==> src/rtl/swc_pkg.sv <==
// package for the sleep and wake controller: offsets, fields, resets, timing
package swc_pkg;

  // register offsets on the plain register port
  localparam logic [7:0] OFF_TIMER0_CONFIG   = 8'hB0;  // timer 0 configuration
  localparam logic [7:0] OFF_SLEEP_CONFIG_TWO = 8'h10; // refresh interval field
  localparam logic [7:0] OFF_OSC_CONTROL_ZERO = 8'h11; // refresh disable bit
  localparam logic [7:0] OFF_SLEEP_CMD       = 8'h12;  // sleep command and mode
  localparam logic [7:0] OFF_WAKE_ENABLE     = 8'h13;  // wake source enables
  localparam logic [7:0] OFF_IRQ_STATUS      = 8'h14;  // sticky events, write one to clear
  localparam logic [7:0] OFF_IRQ_MASK        = 8'h15;  // interrupt mask
  localparam logic [7:0] OFF_STATE           = 8'h16;  // live state readback
  localparam logic [7:0] OFF_TIMER0_RELOAD   = 8'h17;  // timer 0 period
  localparam logic [7:0] OFF_SLEEP_TIMER     = 8'h18;  // sleep timer period

  // field positions
  localparam int TIMER0_EN_BIT      = 0;
  localparam int TIMER0_ONESHOT_BIT = 1;
  localparam int REFRESH_OFF_BIT    = 3;
  localparam int SLEEP_GO_BIT       = 0;
  localparam int SLEEP_MODE_LSB     = 1;

  // status bit positions, same layout in the mask
  localparam int EV_TIMER0 = 0;
  localparam int EV_SLPTMR = 1;
  localparam int EV_GPIO   = 2;
  localparam int EV_ANALOG = 3;
  localparam int EV_I2C    = 4;
  localparam int EV_WAKE   = 5;
  localparam int EV_LOCK   = 6;

  // reset values
  localparam logic [7:0] TIMER0_CONFIG_RST = 8'h00;
  localparam logic [1:0] REFRESH_INTERVAL_RST = 2'h0;
  localparam logic [7:0] WAKE_ENABLE_RST   = 8'h00;
  localparam logic [7:0] IRQ_MASK_RST      = 8'h00;
  localparam logic [7:0] TIMER0_RELOAD_RST = 8'hFF;
  localparam logic [7:0] SLEEP_TIMER_RST   = 8'hFF;

  // timing: refresh period and the lost-interrupt window
  localparam int CLK_MHZ         = 50;
  localparam int REFRESH_MS      = 8;
  localparam int REFRESH_CYCLES  = REFRESH_MS * 1000 * CLK_MHZ;
  localparam int LOSS_WINDOW_X10 = 25;  // 2.5 cpu cycles, in tenths
  localparam int LOSS_CYCLES     = LOSS_WINDOW_X10 / 10;  // longest time, rounded down
  localparam int REFRESH_PULSE_CYCLES = 4;  // bandgap on cycles after each refresh cycle

  // sleep modes
  typedef enum logic [1:0] {
    SWC_MODE_DEEP    = 2'h0,
    SWC_MODE_STANDBY = 2'h1,
    SWC_MODE_HOST    = 2'h2
  } swc_mode_t;

  // controller state, gray along run, sleep, waking
  typedef enum logic [1:0] {
    SWC_RUN    = 2'b00,
    SWC_SLEEP  = 2'b01,
    SWC_WAKING = 2'b11,
    SWC_LOCKED = 2'b10
  } swc_state_t;

  // wake source pin group
  typedef struct packed {
    logic gpio;
    logic analog;
    logic i2c_start;
  } swc_wake_pins_t;

  // register port request
  typedef struct packed {
    logic [7:0] addr;
    logic [7:0] wdata;
    logic       wr;
    logic       rd;
  } swc_bus_req_t;

endpackage

==> src/rtl/swc_top.sv <==
// sleep and wake controller: bandgap refresh, wake sources, event status
//
// The implementer's own choice: strobed register access.
`timescale 1ns/100ps
`default_nettype none

module swc_top #(
  parameter int REFRESH_CYCLES_P = swc_pkg::REFRESH_CYCLES
) (
  input  wire logic                  clk,
  input  wire logic                  reset_n,
  input  wire logic                  watchdog_reset,
  input  wire logic                  external_reset_pin,
  input  wire swc_pkg::swc_wake_pins_t wake_pins,
  input  wire swc_pkg::swc_bus_req_t bus_req,
  output logic [7:0]                 rdata,
  output logic                       irq,
  output logic                       sleeping,
  output logic                       bandgap_on,
  output logic                       timer0_irq,
  output logic                       gpio_irq
);

  // reset release synchroniser
  logic rst_s1;
  logic rst_n;
  always_ff @(posedge clk or negedge reset_n) begin
    if (!reset_n) begin
      rst_s1 <= 1'b0;
      rst_n  <= 1'b0;
    end else begin
      rst_s1 <= 1'b1;
      rst_n  <= rst_s1;
    end
  end

  // pin synchronisers, first stage read only by the second
  logic [4:0] pin_s1;
  logic [4:0] pin_s2;
  always_ff @(posedge clk or negedge rst_n) begin
    if (!rst_n) begin
      pin_s1 <= 5'h00;
      pin_s2 <= 5'h00;
    end else begin
      pin_s1 <= {watchdog_reset, external_reset_pin, wake_pins};
      pin_s2 <= pin_s1;
    end
  end
  logic wdog_s;
  logic pin_rst_s;
  logic gpio_s;
  logic analog_s;
  logic i2c_s;
  assign {wdog_s, pin_rst_s, gpio_s, analog_s, i2c_s} = pin_s2;

  // registers
  logic [7:0]        timer0_config;     // enable and one-shot
  logic [1:0]        bandgap_refresh_interval;
  logic              refresh_off;       // oscillator control zero bit
  swc_pkg::swc_mode_t sleep_mode;
  logic [7:0]        wake_enable;
  logic [7:0]        irq_status;
  logic [7:0]        irq_mask;
  logic [7:0]        timer0_reload;
  logic [7:0]        sleep_timer;
  swc_pkg::swc_state_t state;

  // write decode used by several processes
  function automatic logic hit(input swc_pkg::swc_bus_req_t r, input logic [7:0] a);
    hit = r.wr && (r.addr == a);
  endfunction

  logic sleep_cmd;
  assign sleep_cmd = hit(bus_req, swc_pkg::OFF_SLEEP_CMD) && bus_req.wdata[swc_pkg::SLEEP_GO_BIT];

  // timer 0 and sleep timer
  logic [7:0] t0_cnt;
  logic [7:0] st_cnt;
  logic       t0_fire;
  logic       st_fire;
  logic       t0_again;   // pending second entry in one-shot after sleep wake
  assign t0_fire = timer0_config[swc_pkg::TIMER0_EN_BIT] && (t0_cnt == 8'h00);
  assign st_fire = wake_enable[swc_pkg::EV_SLPTMR] && (st_cnt == 8'h00);

  // timer 0 writes; one-shot stops itself after firing
  always_ff @(posedge clk or negedge rst_n) begin
    if (!rst_n) begin
      timer0_config <= swc_pkg::TIMER0_CONFIG_RST;
    end else if (hit(bus_req, swc_pkg::OFF_TIMER0_CONFIG)) begin
      timer0_config <= bus_req.wdata;
    end else if (t0_fire && timer0_config[swc_pkg::TIMER0_ONESHOT_BIT]) begin
      timer0_config[swc_pkg::TIMER0_EN_BIT] <= 1'b0;
    end
  end

  // timer counters reload on expiry
  always_ff @(posedge clk or negedge rst_n) begin
    if (!rst_n) begin
      t0_cnt <= swc_pkg::TIMER0_RELOAD_RST;
      st_cnt <= swc_pkg::SLEEP_TIMER_RST;
    end else begin
      t0_cnt <= (t0_cnt == 8'h00 || !timer0_config[swc_pkg::TIMER0_EN_BIT]) ?
                timer0_reload : t0_cnt - 8'h01;
      st_cnt <= (st_cnt == 8'h00 || !wake_enable[swc_pkg::EV_SLPTMR]) ?
                sleep_timer : st_cnt - 8'h01;
    end
  end

  // configuration registers
  always_ff @(posedge clk or negedge rst_n) begin
    if (!rst_n) begin
      bandgap_refresh_interval <= swc_pkg::REFRESH_INTERVAL_RST;
      refresh_off   <= 1'b0;
      sleep_mode    <= swc_pkg::SWC_MODE_DEEP;
      wake_enable   <= swc_pkg::WAKE_ENABLE_RST;
      irq_mask      <= swc_pkg::IRQ_MASK_RST;
      timer0_reload <= swc_pkg::TIMER0_RELOAD_RST;
      sleep_timer   <= swc_pkg::SLEEP_TIMER_RST;
    end else begin
      if (hit(bus_req, swc_pkg::OFF_SLEEP_CONFIG_TWO))
        bandgap_refresh_interval <= bus_req.wdata[1:0];
      if (hit(bus_req, swc_pkg::OFF_OSC_CONTROL_ZERO))
        refresh_off <= bus_req.wdata[swc_pkg::REFRESH_OFF_BIT];
      if (sleep_cmd)
        sleep_mode <= swc_pkg::swc_mode_t'(bus_req.wdata[2:1]);
      if (hit(bus_req, swc_pkg::OFF_WAKE_ENABLE))
        wake_enable <= bus_req.wdata;
      if (hit(bus_req, swc_pkg::OFF_IRQ_MASK))
        irq_mask <= bus_req.wdata;
      if (hit(bus_req, swc_pkg::OFF_TIMER0_RELOAD))
        timer0_reload <= bus_req.wdata;
      if (hit(bus_req, swc_pkg::OFF_SLEEP_TIMER))
        sleep_timer <= bus_req.wdata;
    end
  end

  // bandgap refresh timer, only in standby and host wake sleep
  logic [31:0] bg_cnt;
  logic [31:0] bg_period;
  logic        refresh_mode;
  logic        refresh_due;
  assign bg_period = 32'(REFRESH_CYCLES_P) << bandgap_refresh_interval;
  assign refresh_mode = (state == swc_pkg::SWC_SLEEP) && !refresh_off &&
                        (sleep_mode != swc_pkg::SWC_MODE_DEEP);
  assign refresh_due = refresh_mode && (bg_cnt >= bg_period - 32'd1);
  logic [2:0] bg_on_cnt;
  always_ff @(posedge clk or negedge rst_n) begin
    if (!rst_n) begin
      bg_cnt    <= 32'd0;
      bg_on_cnt <= 3'd0;
    end else begin
      bg_cnt <= (!refresh_mode || refresh_due) ? 32'd0 : bg_cnt + 32'd1;
      if (refresh_due)
        bg_on_cnt <= 3'(swc_pkg::REFRESH_PULSE_CYCLES);
      else if (bg_on_cnt != 3'd0)
        bg_on_cnt <= bg_on_cnt - 3'd1;
    end
  end

  // wake events; gpio dropped when a timer fires in the same cycle during sleep
  logic ev_t0;
  logic ev_st;
  logic ev_gpio;
  logic ev_an;
  logic ev_i2c;
  logic gpio_d;
  logic an_d;
  logic i2c_d;
  always_ff @(posedge clk or negedge rst_n) begin
    if (!rst_n) begin
      gpio_d <= 1'b0;
      an_d   <= 1'b0;
      i2c_d  <= 1'b0;
    end else begin
      gpio_d <= gpio_s;
      an_d   <= analog_s;
      i2c_d  <= i2c_s;
    end
  end
  assign ev_t0   = t0_fire || t0_again;
  assign ev_st   = st_fire;
  assign ev_gpio = gpio_s && !gpio_d && wake_enable[swc_pkg::EV_GPIO] &&
                   !((state == swc_pkg::SWC_SLEEP) && (ev_t0 || ev_st));
  assign ev_an   = analog_s && !an_d && wake_enable[swc_pkg::EV_ANALOG];
  assign ev_i2c  = i2c_s && !i2c_d && wake_enable[swc_pkg::EV_I2C];

  // events in the last cycles before a sleep command are dropped
  logic [7:0] ev_raw;
  logic [1:0] since_sleep;   // cycles since the sleep command
  logic       drop;
  assign ev_raw = {2'b00, 1'b0, ev_i2c, ev_an, ev_gpio, ev_st, ev_t0};
  assign drop = sleep_cmd;
  logic [7:0] ev_hist [swc_pkg::LOSS_CYCLES];  // recent events awaiting posting
  logic [7:0] ev_post;
  assign ev_post = drop ? 8'h00 : ev_hist[swc_pkg::LOSS_CYCLES-1];
  generate
    for (genvar i = 0; i < swc_pkg::LOSS_CYCLES; i++) begin : g_hist
      always_ff @(posedge clk or negedge rst_n) begin
        if (!rst_n)
          ev_hist[i] <= 8'h00;
        else if (drop)
          ev_hist[i] <= 8'h00;
        else
          ev_hist[i] <= (i == 0) ? ev_raw : ev_hist[(i == 0) ? 0 : i-1];
      end
    end
  endgenerate

  // controller state; lock only from a wake out of standby or host sleep with a long interval or refresh off
  logic wake_any;
  logic t0_woke;   // timer 0 was among the sources that ended sleep
  assign wake_any = |ev_raw[4:0];
  always_ff @(posedge clk or negedge rst_n) begin
    if (!rst_n) begin
      state       <= swc_pkg::SWC_RUN;
      t0_again    <= 1'b0;
      t0_woke     <= 1'b0;
      since_sleep <= 2'd0;
    end else if (wdog_s || pin_rst_s) begin
      state    <= swc_pkg::SWC_RUN;
      t0_again <= 1'b0;
    end else begin
      t0_again <= 1'b0;
      unique case (state)
        swc_pkg::SWC_RUN: begin
          if (sleep_cmd) state <= swc_pkg::SWC_SLEEP;
          since_sleep <= 2'd0;
        end
        swc_pkg::SWC_SLEEP: begin
          if (since_sleep != 2'd3) since_sleep <= since_sleep + 2'd1;
          if (wake_any) begin
            t0_woke <= ev_raw[swc_pkg::EV_TIMER0];
            if ((bandgap_refresh_interval != 2'h0 || refresh_off) &&
                sleep_mode != swc_pkg::SWC_MODE_DEEP)
              state <= swc_pkg::SWC_LOCKED;
            else
              state <= swc_pkg::SWC_WAKING;
          end
        end
        swc_pkg::SWC_WAKING: begin
          state    <= swc_pkg::SWC_RUN;
          t0_again <= timer0_config[swc_pkg::TIMER0_ONESHOT_BIT] && t0_woke;
        end
        swc_pkg::SWC_LOCKED: state <= swc_pkg::SWC_LOCKED;
      endcase
    end
  end

  // sticky status, set wins over write-one-to-clear
  logic [7:0] ev_set;
  assign ev_set = ev_post |
                  {1'b0, state == swc_pkg::SWC_LOCKED, state == swc_pkg::SWC_WAKING, 5'h00};
  always_ff @(posedge clk or negedge rst_n) begin
    if (!rst_n)
      irq_status <= 8'h00;
    else if (hit(bus_req, swc_pkg::OFF_IRQ_STATUS))
      irq_status <= (irq_status & ~bus_req.wdata) | ev_set;
    else
      irq_status <= irq_status | ev_set;
  end

  // read data one cycle after the strobe; unmapped reads zero
  always_ff @(posedge clk or negedge rst_n) begin
    if (!rst_n) begin
      rdata <= 8'h00;
    end else if (bus_req.rd) begin
      unique case (bus_req.addr)
        swc_pkg::OFF_TIMER0_CONFIG:    rdata <= timer0_config;
        swc_pkg::OFF_SLEEP_CONFIG_TWO: rdata <= {6'h00, bandgap_refresh_interval};
        swc_pkg::OFF_OSC_CONTROL_ZERO: rdata <= {4'h0, refresh_off, 3'h0};
        swc_pkg::OFF_SLEEP_CMD:        rdata <= {5'h00, sleep_mode, 1'b0};
        swc_pkg::OFF_WAKE_ENABLE:      rdata <= wake_enable;
        swc_pkg::OFF_IRQ_STATUS:       rdata <= irq_status;
        swc_pkg::OFF_IRQ_MASK:         rdata <= irq_mask;
        swc_pkg::OFF_STATE:            rdata <= {6'h00, state};
        swc_pkg::OFF_TIMER0_RELOAD:    rdata <= timer0_reload;
        swc_pkg::OFF_SLEEP_TIMER:      rdata <= sleep_timer;
        default:                       rdata <= 8'h00;
      endcase
    end else begin
      rdata <= 8'h00;
    end
  end

  // registered outputs
  always_ff @(posedge clk or negedge rst_n) begin
    if (!rst_n) begin
      irq        <= 1'b0;
      sleeping   <= 1'b0;
      bandgap_on <= 1'b1;
      timer0_irq <= 1'b0;
      gpio_irq   <= 1'b0;
    end else begin
      irq        <= |(irq_status & irq_mask);
      sleeping   <= (state == swc_pkg::SWC_SLEEP) || (state == swc_pkg::SWC_LOCKED);
      bandgap_on <= (state == swc_pkg::SWC_RUN) || (state == swc_pkg::SWC_WAKING) ||
                    refresh_due || (bg_on_cnt != 3'd0) ||
                    (sleep_mode == swc_pkg::SWC_MODE_DEEP && state == swc_pkg::SWC_SLEEP);
      timer0_irq <= ev_post[swc_pkg::EV_TIMER0];
      gpio_irq   <= ev_post[swc_pkg::EV_GPIO];
    end
  end

endmodule

`default_nettype wire

==> config.mk <==
export PLATFORM = sky130hd
export DESIGN_NAME = swc_top
export DESIGN_NICKNAME = d
export VERILOG_FILES = /design/src/rtl/swc_pkg.sv /design/src/rtl/swc_top.sv
export SDC_FILE = /design/constraint.sdc
export NUM_CORES = 1
export LEC_CHECK = 0
export ABC_AREA = 1
export BUFFER_PORTS_ARGS = -buffer_cell sky130_fd_sc_hd__buf_2
export CAP_MARGIN = 20
export CORE_UTILIZATION = 60
export CTS_CLUSTER_DIAMETER = 60
export DETAILED_ROUTE_END_ITERATION = 16
export HOLD_SLACK_MARGIN = 0.02
export MAX_ROUTING_LAYER = met4
export PLACE_DENSITY = 0.78
export SLEW_MARGIN = 10
export SYNTH_ARGS = -nofsm -noshare
export SYNTH_HDL_FRONTEND = slang
export SYNTH_SLANG_ARGS = --single-unit
==> constraint.sdc <==
create_clock -name clk -period 5.3 [get_ports clk]
set_input_delay 1.06 -clock clk [delete_from_list [all_inputs] [get_ports clk]]
set_output_delay 1.06 -clock clk [all_outputs]
set_load 0.02 [all_outputs]
-- Yosys cells after proc, flatten, opt, wreduce, memory -nomap -nowiden
Index checks and enable logic that the tools add are counted.
W data, S select, Z words.
- memories kept: 0
- ROM bits: 0
- latch bits: 0
- bits in writable memories: 0
- flip-flop bits (word level): 149
- output and inout port bits: 13
- input port bits: 25
- bitwise gates (word level): 7
- divide/modulo/power cells: 0
- equal/unequal tests: 15
- order comparisons: 1
- muxes and demuxes: 20
- reduce and logical (&&, ||, !) cells: 60
- add/subtract/negate cells: 5
- multiply operators: 0
- shift-type cells: 1
- operator list (operator ; count):
    $pmux W8 S10 ; 1
    $eq A8 B5 Y1 const B ; 9
    $mux W8 ; 5
    $add A32 B1 Y32 const B ; 1
    $ge A32 B32 Y1 ; 1
    $mux W32 ; 1
    $shl A19 B2 Y32 const A ; 1
    $sub A32 B1 Y32 const B ; 1
    $logic_and A1 B1 Y1 ; 27
    $and A8 B8 Y8 ; 2
    $logic_not A8 Y1 ; 2
    $or A8 B8 Y8 ; 2
    $sub A8 B1 Y8 const B ; 2
    $logic_or A1 B1 Y1 ; 12
    $mux W5 ; 2
    $eq A8 B8 Y1 const B ; 1
    $logic_not A1 Y1 ; 8
    $not A8 Y8 ; 1
    $or A8 B7 Y8 ; 1
    $pmux W2 S4 ; 1
    $reduce_bool A2 Y1 ; 4
    $reduce_or A8 Y1 ; 1
    $mux W2 ; 3
    $mux W3 ; 2
    other kinds (11) ; 18

-- Longest topological paths before layout
Gate-level depths: netlist (run 1).
- word-level depth: 11
- gate-level depth with buffers: 16
- depth with buffers taken out: 16

-- Worst setup path before layout (run 1)
No wires, ideal clock.
- path type: register to register
- start: reg bandgap_refresh_interval[1]
- end: reg bg_cnt[21]
- setup slack: 2835 ps
- data arrival time: 2394 ps
- cell stages (with the launch flop): 17
- path buffers: 1
- data required time: 5229 ps
- cell sequence: dfrtp_1 inv_1 ha_1 inv_1 nand4_1 nor3_1 xor2_1 ha_1 nand2_1 nor2_1 and2_1 nand2_1 nand3_1 nand2_1 nand3_2 buf_4 nor2_1
- longest elaborated chain between the ends: 6
- RTL lines (element ; RTL line ; RTL):
    start, declared ; swc_top.sv:58 ; logic [1:0] bandgap_refresh_interval;
    start signal, assigned ; swc_top.sv:112 ; bandgap_refresh_interval <= swc_pkg::REFRESH_INTERVAL_RST;
    start signal, assigned ; swc_top.sv:121 ; bandgap_refresh_interval <= bus_req.wdata[1:0];
    $shl A19 B2 Y32 ; swc_top.sv:142 ; assign bg_period = 32'(REFRESH_CYCLES_P) << bandgap_refresh_interval;
    $sub A32 B1 Y32 ; swc_top.sv:145 ; assign refresh_due = refresh_mode && (bg_cnt >= bg_period - 32'd1);
    $ge A32 B32 Y1 ; swc_top.sv:145 ;
    $logic_and A1 B1 Y1 ; swc_top.sv:145 ;
    $logic_or A1 B1 Y1 ; swc_top.sv:152 ; bg_cnt <= (!refresh_mode || refresh_due) ? 32'd0 : bg_cnt + 32'd1;
    $mux W32 ; swc_top.sv:152 ;
    end signal, assigned ; swc_top.sv:152 ;
    end, declared ; swc_top.sv:138 ; logic [31:0] bg_cnt;
Every way passes these cells.
A chain may end at the register's enable or synchronous reset.

-- Final worst setup path (run 1)
- start: reg bandgap_refresh_interval[0]
- end: reg bg_cnt[12]
The elaborated chain is that of the path after synthesis.

==> impl_results.md, run 1 <==
* Share of post-route cells with drive strength above 1 at 17.1%
* Fin nets at 1042
* # DRC at 0
* Switch Pwr at 0.664 mW
* Die area at 0.0135 mm2
* Netlist cell types at 43
* Number of CTS-inserted buffers at 17
* Yosys synthesis warning count at 0
* Routed vias/inst at 5.23
* Post-Place Cell Area at 0.00812 mm2
* Comb power frac at 8.3%
* Post-synth EDFFs at 0
* Crit path from: bandgap_refresh_interval[0]$_DFFE_PN0P_
* Final setup violation count at 0
* Worst path slowest cell: nand3_2
* Most common cell after layout, fill and taps aside: nand2_1
* Final core occ at 68.9%
* Initial core utilization at 61.6%
* Seq cells post-synth at 146
* Largest net degree at the start of global routing at 67
* Clk sinks at 146
* Max-slew headroom at 38.8%
* CTS tree: yes
* Slew @ Worst Pin at 0.912 ns
* Clk pwr share at 46.1%
* RSZ-0062 raised after global routing: no
* Die W at 116 um
* Cell count after synthesis at 925
* Row Count at 41
* Growth of design area from synthesis to finish at 11.9%
* Setup TNS Final at 0 ns
* Syn avg cell area at 8.44 um2
* Cell Chain, Critical Path: inv_1 -> ha_1 -> inv_1 -> ha_1 -> a211oi_1 -> ha_1 -> nand2_1 -> nor2_1 -> and2_1 -> nand2_1 -> nand3_1 -> nand2_1 -> nand3_2 -> nor2_1
* Peak VDD IR at 0.000340 V
* Worst setup EP type: flop
* MaxCap Viol Count at 0
* DRT iter0 DRCs at 519
* CP Data Required Time at 5.64 ns
* Vias in the first global route at 5786
* Min cycle time layout at 3.25 ns
* Sequential power share at 45.6%
* CP Data Arrival Time at 3.59 ns
* Worst-skew pair later-pin latency at 0.43 ns
* Hold buffer count at CTS at 0
* First-pass GRT wire length at 28.4 mm
* Worst Path Max Fanout at 32
* H-Tree Depth at 4
* Clk buf depth at 2
* Antenna Cells at 0
* Post-Synthesis Cell Area at 0.00781 mm2
* Main synth FF type: dfrtp_1
* Final period utilization at 61.3%
* Hpwl dp at 12.3 mm
* Sw frac at 24.7%
* Vias at 6072
* Fraction of registers with async set/reset at 100%
* GRT Total Usage at 29.1%
* Post-cts sizing count at 0
* Total grt overflow at 0
* Hold Path Class: reg -> async
* Root buf cell: clkbuf_16
* F_max at 0.308 GHz
* Final ANT Viol Nets at 0
* Most frequent cells in the layout: 252 x nand2_1, 112 x nor2_1, 112 x dfrtp_1
* Clk pin slew, worst setup/hold paths at 0.06 ns
* Core area at 0.0127 mm2
* Initial antenna violation count at 0
* R2R Path Start: bandgap_refresh_interval[0]$_DFFE_PN0P_
* Total Wirelength at 17.0 mm
* Die height at 116 um
* Final Hold Vio Count at 0
* IO Port Bufs at 37
* Hold slack at 0.302 ns
* Avg WL per Cell at 14.6 um
* Pleak at 4.22 nW
* Max-slew violations at 0
* CP peak stage delay at 0.54 ns
* Sequential area share after synthesis at 47.3%
* Cell Int Power at 2.02 mW
* Clock Skew at 0.00603 ns
* RePlAce Congestion at 0.925
* Design Power at 2.69 mW
* Fill count at 1042
* CP startpoint kind: flop
* Post-CTS setup repair buffer count at 0
* 1st-pass router iterations at 5
* PD cells at 308 mW/mm2
* Design Area, Final at 0.00873 mm2
* CP Class: reg -> reg
* Io pins at 38
* Outcome: finished clean
[critical path, delay by kind of cell, from the launching register on]
family	cells	cell delay [ns]
flip-flops	1	0.46
buffers and inverters	2	0.27
adder cells (fa/ha/maj)	3	0.80
AO/OA/AOI/OAI	1	0.27
AND/OR/NAND/NOR	8	1.35
[routing by layer]
metal / vias up / track usage [%] / wire [um]
li1: 3036 / - / -
met1: 2797 / 37.9 / 7750
met2: 199 / 44.1 / 7880
met3: 40 / 6.64 / 945
met4: 0 / 11.3 / 401
met5: - / - / 0
[through the flow]
stage               instances  worst slack (ns)
floorplan                 934             0.989
global placement         1129              2.17
detailed placement       1129              2.03
CTS                      1161              2.03
global route             1161              1.69
finish                   1161              2.05
[cells by family (layout without fill, tap and decap cells)]
logic type                 Yosys count  in the layout  synth area share [%]
and+or+nand+nor                    480            480                  27.0
DFF                                146            146                  47.3
buffers and inverters              124            179                  7.07
AOI/OAI and AO/OA                   94             94                  7.63
adders and majority gates           41             41                  6.57
xor gates and xnor gates            38             38                  4.26
other                                1             10                0.0480
muxes                                1              1                 0.128
[cell usage after synthesis (2+ instances only)]
library cell | instances | area (um2)
nor3_1 | 17 | 85.1
nor2_2 | 7 | 43.8
nand3_2 | 2 | 20.0
nand4_1 | 13 | 81.3
buf_2 | 3 | 15.0
dfrtp_1 | 113 | 2830
nor3_2 | 3 | 30.0
nor2_4 | 4 | 45.0
dfstp_2 | 33 | 867
nand2_2 | 4 | 25.0
nor2_1 | 112 | 420
xnor2_1 | 7 | 61.3
ha_1 | 41 | 513
buf_6 | 8 | 90.1
or2_2 | 2 | 12.5
a221oi_1 | 2 | 17.5
a21oi_1 | 14 | 70.1
nand2_1 | 252 | 946
o21ai_0 | 28 | 140
o21ai_1 | 16 | 80.1
inv_1 | 98 | 368
nand3_1 | 51 | 255
buf_4 | 5 | 37.5
a21o_1 | 3 | 22.5
nand3b_1 | 3 | 22.5
o21ai_2 | 25 | 219
xor2_1 | 31 | 272
nand2_4 | 6 | 67.6
a31oi_1 | 2 | 12.5
inv_2 | 7 | 26.3
[registers in the layout (all words and copies together) (netlist names), 3 cells and up]
name           flops
bg_cnt            32
ev_hist           10
irq_mask           8
irq_status         8
rdata              8
sleep_timer        8
st_cnt             8
t0_cnt             8
timer0_config      8
timer0_reload      8
wake_enable        8
pin_s1             5
pin_s2             5
bg_on_cnt          3
[final cells by class]
class                           count  area [um2]  area share (%)
Clock inverter                     11         151            1.73
Inverter                          107         405            4.64
Clock buffer                       21         460            5.27
Timing Repair Buffer               40         208            2.38
Multi-Input combinational cell    664        3590            41.2
Tap cell                          172         215            2.46
Sequential cell                   146        3700            42.4
[power by group through the flow]
stage               logic (mW)  registers (mW)  clock network (mW)
finish                   0.222            1.23                1.24
global route             0.254            1.23                1.30
CTS                      0.225            1.22                1.25
detailed placement       0.222            1.24                   0
global placement         0.216            1.24                   0
floorplan                0.148            1.25                   0
[final timing paths]
| path | endpoint | slack, ns | cells after the start |
|---|---|---|---|
| worst max-delay path | bg_cnt[12]$_DFF_PN0_ | 2.05 | 14 |
| worst min-delay path | ev_hist[8]$_DFF_PN0_ | 0.30 | 0 |
| min in group clk | pin_s2[2]$_DFF_PN0_ | 0.35 | 0 |
| worst min register to register | ev_hist[8]$_DFF_PN0_ | 0.30 | 0 |
| max in group asynchronous | timer0_config[6]$_DFFE_PN0P_ | 3.80 | 1 |
| worst max register to register | bg_cnt[12]$_DFF_PN0_ | 2.05 | 14 |
(Power assumes the default switching activity.)
==> inputs of run 2 (changes only) <==
--- a/config.mk
+++ b/config.mk
@@ -5,15 +5,15 @@
 export SDC_FILE = /design/constraint.sdc
 export NUM_CORES = 1
 export LEC_CHECK = 0
-export ABC_AREA = 1
+export ABC_AREA = 0
 export BUFFER_PORTS_ARGS = -buffer_cell sky130_fd_sc_hd__buf_2
 export CAP_MARGIN = 20
-export CORE_UTILIZATION = 60
+export CORE_UTILIZATION = 55
 export CTS_CLUSTER_DIAMETER = 60
 export DETAILED_ROUTE_END_ITERATION = 16
 export HOLD_SLACK_MARGIN = 0.02
 export MAX_ROUTING_LAYER = met4
-export PLACE_DENSITY = 0.78
+export PLACE_DENSITY = 0.76
 export SLEW_MARGIN = 10
 export SYNTH_ARGS = -nofsm -noshare
 export SYNTH_HDL_FRONTEND = slang
==> constraint.sdc (replaced) <==
create_clock -name clk -period 2.86 [get_ports clk]
set_input_delay 0.572 -clock clk [delete_from_list [all_inputs] [get_ports clk]]
set_output_delay 0.572 -clock clk [all_outputs]
set_load 0.02 [all_outputs]
==> impl_results.md, run 2 <==
* Avg WL per Cell at 19.1 um
* Final ANT Viol Nets at 0
* Io pins at 38
* Fin nets at 784
* Largest net degree at the start of global routing at 50
* Syn avg cell area at 11.2 um2
* Sequential area share after synthesis at 50.8%
* Seq cells post-synth at 146
* Cell count after synthesis at 650
* Pleak at 3.90 nW
* Total Wirelength at 17.2 mm
* # DRC at 0
* Initial core utilization at 56.9%
* Netlist cell types at 55
* Final Hold Vio Count at 0
* Cell with the most instances after synthesis: dfrtp_1
* Top post-synthesis cells by count: 113 x dfrtp_1, 63 x nand2_1, 47 x mux2_2
* Row Count at 41
* Failing checks: setup timing
* Main synth FF type: dfrtp_1
* Max-slew headroom at 44.0%
* Most frequent cells in the layout: 111 x dfrtp_1, 63 x nand2_1, 47 x mux2_2
* RSZ-0062 raised after global routing: yes
* Core area at 0.0128 mm2
* Final core occ at 67.0%
* Final setup violation count at 36
* Design Power at 4.85 mW
* Share of post-route cells with drive strength above 1 at 29.0%
* Top reg by flops: bg_cnt
* Most common cell after layout, fill and taps aside: dfrtp_1
* CP Data Arrival Time at 3.35 ns
* Slew @ Worst Pin at 0.838 ns
* Vias in the first global route at 5411
* Die area at 0.0137 mm2
* Final period utilization at 108%
* Die height at 117 um
* Root buf cell: clkbuf_16
* Clk pin slew, worst setup/hold paths at 0.06 ns
* Max reg flops at 32
* CTS tree: yes
* CP startpoint kind: flop
* Worst Path Max Fanout at 8
* Design Area, Final at 0.00855 mm2
* CP Class: reg -> reg
* Clk buf depth at 2
* MaxCap Viol Count at 0
* Reg2Reg Setup Slack at -0.22 ns
* Post-synth EDFFs at 0
* RePlAce Congestion at 0.895
* Clk sinks at 146
* DRT iter0 DRCs at 424
* First-pass GRT wire length at 27.4 mm
* Routed vias/inst at 6.02
* Hold slack at 0.254 ns
* Min cycle time layout at 3.08 ns
* Antenna Cells at 0
* Post-Synthesis Cell Area at 0.00727 mm2
* Max-slew violations at 0
* Yosys synthesis warning count at 0
* GRT Total Usage at 27.7%
* Top cells by area, synth: dfrtp_1 39%, dfstp_2 12%, mux2_2 7.3%
* Worst-skew pair later-pin latency at 0.43 ns
* Hold Path Class: in -> reg
* Setup WS post-layout at -0.223 ns
* F_max at 0.324 GHz
* Die W at 117 um
* Peak VDD IR at 0.000501 V
* Initial antenna violation count at 0
* IO Port Bufs at 37
* Post-place setup slack at -0.186 ns
* 1st-pass router iterations at 6
* Worst setup EP type: flop
* Post-Place Cell Area at 0.00782 mm2
* Fraction of registers with async set/reset at 100%
* Synth top area share at 38.9%
* H-Tree Depth at 4
* Growth of design area from synthesis to finish at 17.6%
* Fill count at 921
* PD cells at 567 mW/mm2
* CP Data Required Time at 3.13 ns
* Hpwl dp at 11.7 mm
* Clock Skew at 0.00897 ns
* Vias at 5432
* Number of CTS-inserted buffers at 17
* Total grt overflow at 0
* Post-synth top area cell: dfrtp_1
* Largest registers: bg_cnt (32), ev_hist (10)
* Outcome: complete, but fails checks
run 2: final cells by class:
| class | instances | area, um2 | area share, % |
|---|---|---|---|
| Timing Repair Buffer | 70 | 472 | 5.51 |
| Clock inverter | 13 | 160 | 1.87 |
| Tap cell | 172 | 215 | 2.52 |
| Clock buffer | 19 | 443 | 5.18 |
| Inverter | 19 | 73.8 | 0.863 |
| Multi-Input combinational cell | 464 | 3490 | 40.8 |
| Sequential cell | 146 | 3700 | 43.3 |
run 2: kinds of logic after synthesis:
| logic type | Yosys count | synth area share (%) |
|---|---|---|
| flip-flops | 146 | 50.8 |
| multiplexers | 51 | 7.83 |
| other | 1 | 0.0516 |
| buffers and inverters | 49 | 3.03 |
| adder cells (fa/ha/maj) | 41 | 7.06 |
| AND/OR/NAND/NOR | 226 | 16.9 |
| AO/OA/AOI/OAI | 93 | 9.14 |
| XOR/XNOR | 43 | 5.18 |
run 2: metal layers:
layer	track usage, %	wire (um)	up-vias
li1	-	-	2472
met1	34.6	7450	2750
met2	43.4	8400	171
met3	6.95	908	39
met4	11.4	452	0
met5	-	0	-
run 2: worst paths after layout:
| path | start | to | cells after the start |
|---|---|---|---|
| max in group asynchronous | rst_n$_DFF_PN0_ | timer0_reload[2]$_DFFE_PN1P_ | 1 |
| setup reg to reg | bandgap_refresh_interval[0]$_DFFE_PN0P_ | bg_on_cnt[0]$_DFFE_PN0P_ | 13 |
| setup / recovery | bandgap_refresh_interval[0]$_DFFE_PN0P_ | bg_on_cnt[0]$_DFFE_PN0P_ | 13 |
| min in group asynchronous | rst_n$_DFF_PN0_ | state[1]$_DFFE_PN0P_ | 0 |
| hold reg to reg | pin_s1[0]$_DFF_PN0_ | pin_s2[0]$_DFF_PN0_ | 0 |
| hold / removal | external_reset_pin | pin_s1[3]$_DFF_PN0_ | 1 |
run 2: critical path: stages, from the launching register on:
cell       delay [ns]
dfrtp_1          0.39
inv_2            0.14
ha_4             0.17
inv_1            0.06
ha_1             0.22
a211oi_1         0.29
ha_1             0.28
buf_4            0.13
nand4_1          0.10
or3b_4           0.39
a2111oi_4        0.34
buf_4            0.21
buf_8            0.13
a211oi_2         0.07
run 2: what timing repair did:
action                     4_1_cts  5_1_grt
hold buffers                     1        0
gates cloned                     2        0
pin swaps                       10        1
gates resized for setup         14        3
hold endpoints to repair         2        0
buffers inserted                 6        1
setup endpoints to repair       36       36
run 2: report_power, final:
part / internal [mW] / switching, mW
sequential: 2.16 / 0.0666
clock: 1.39 / 0.860
combinational: 0.158 / 0.210
run 2: through the flow:
stage | std cells | setup TNS [ns]
floorplan | 659 | -4.18
global placement | 862 | -0.544
detailed placement | 862 | -3.09
CTS | 903 | -0.583
global route | 903 | -10.15
finish | 903 | -6.23
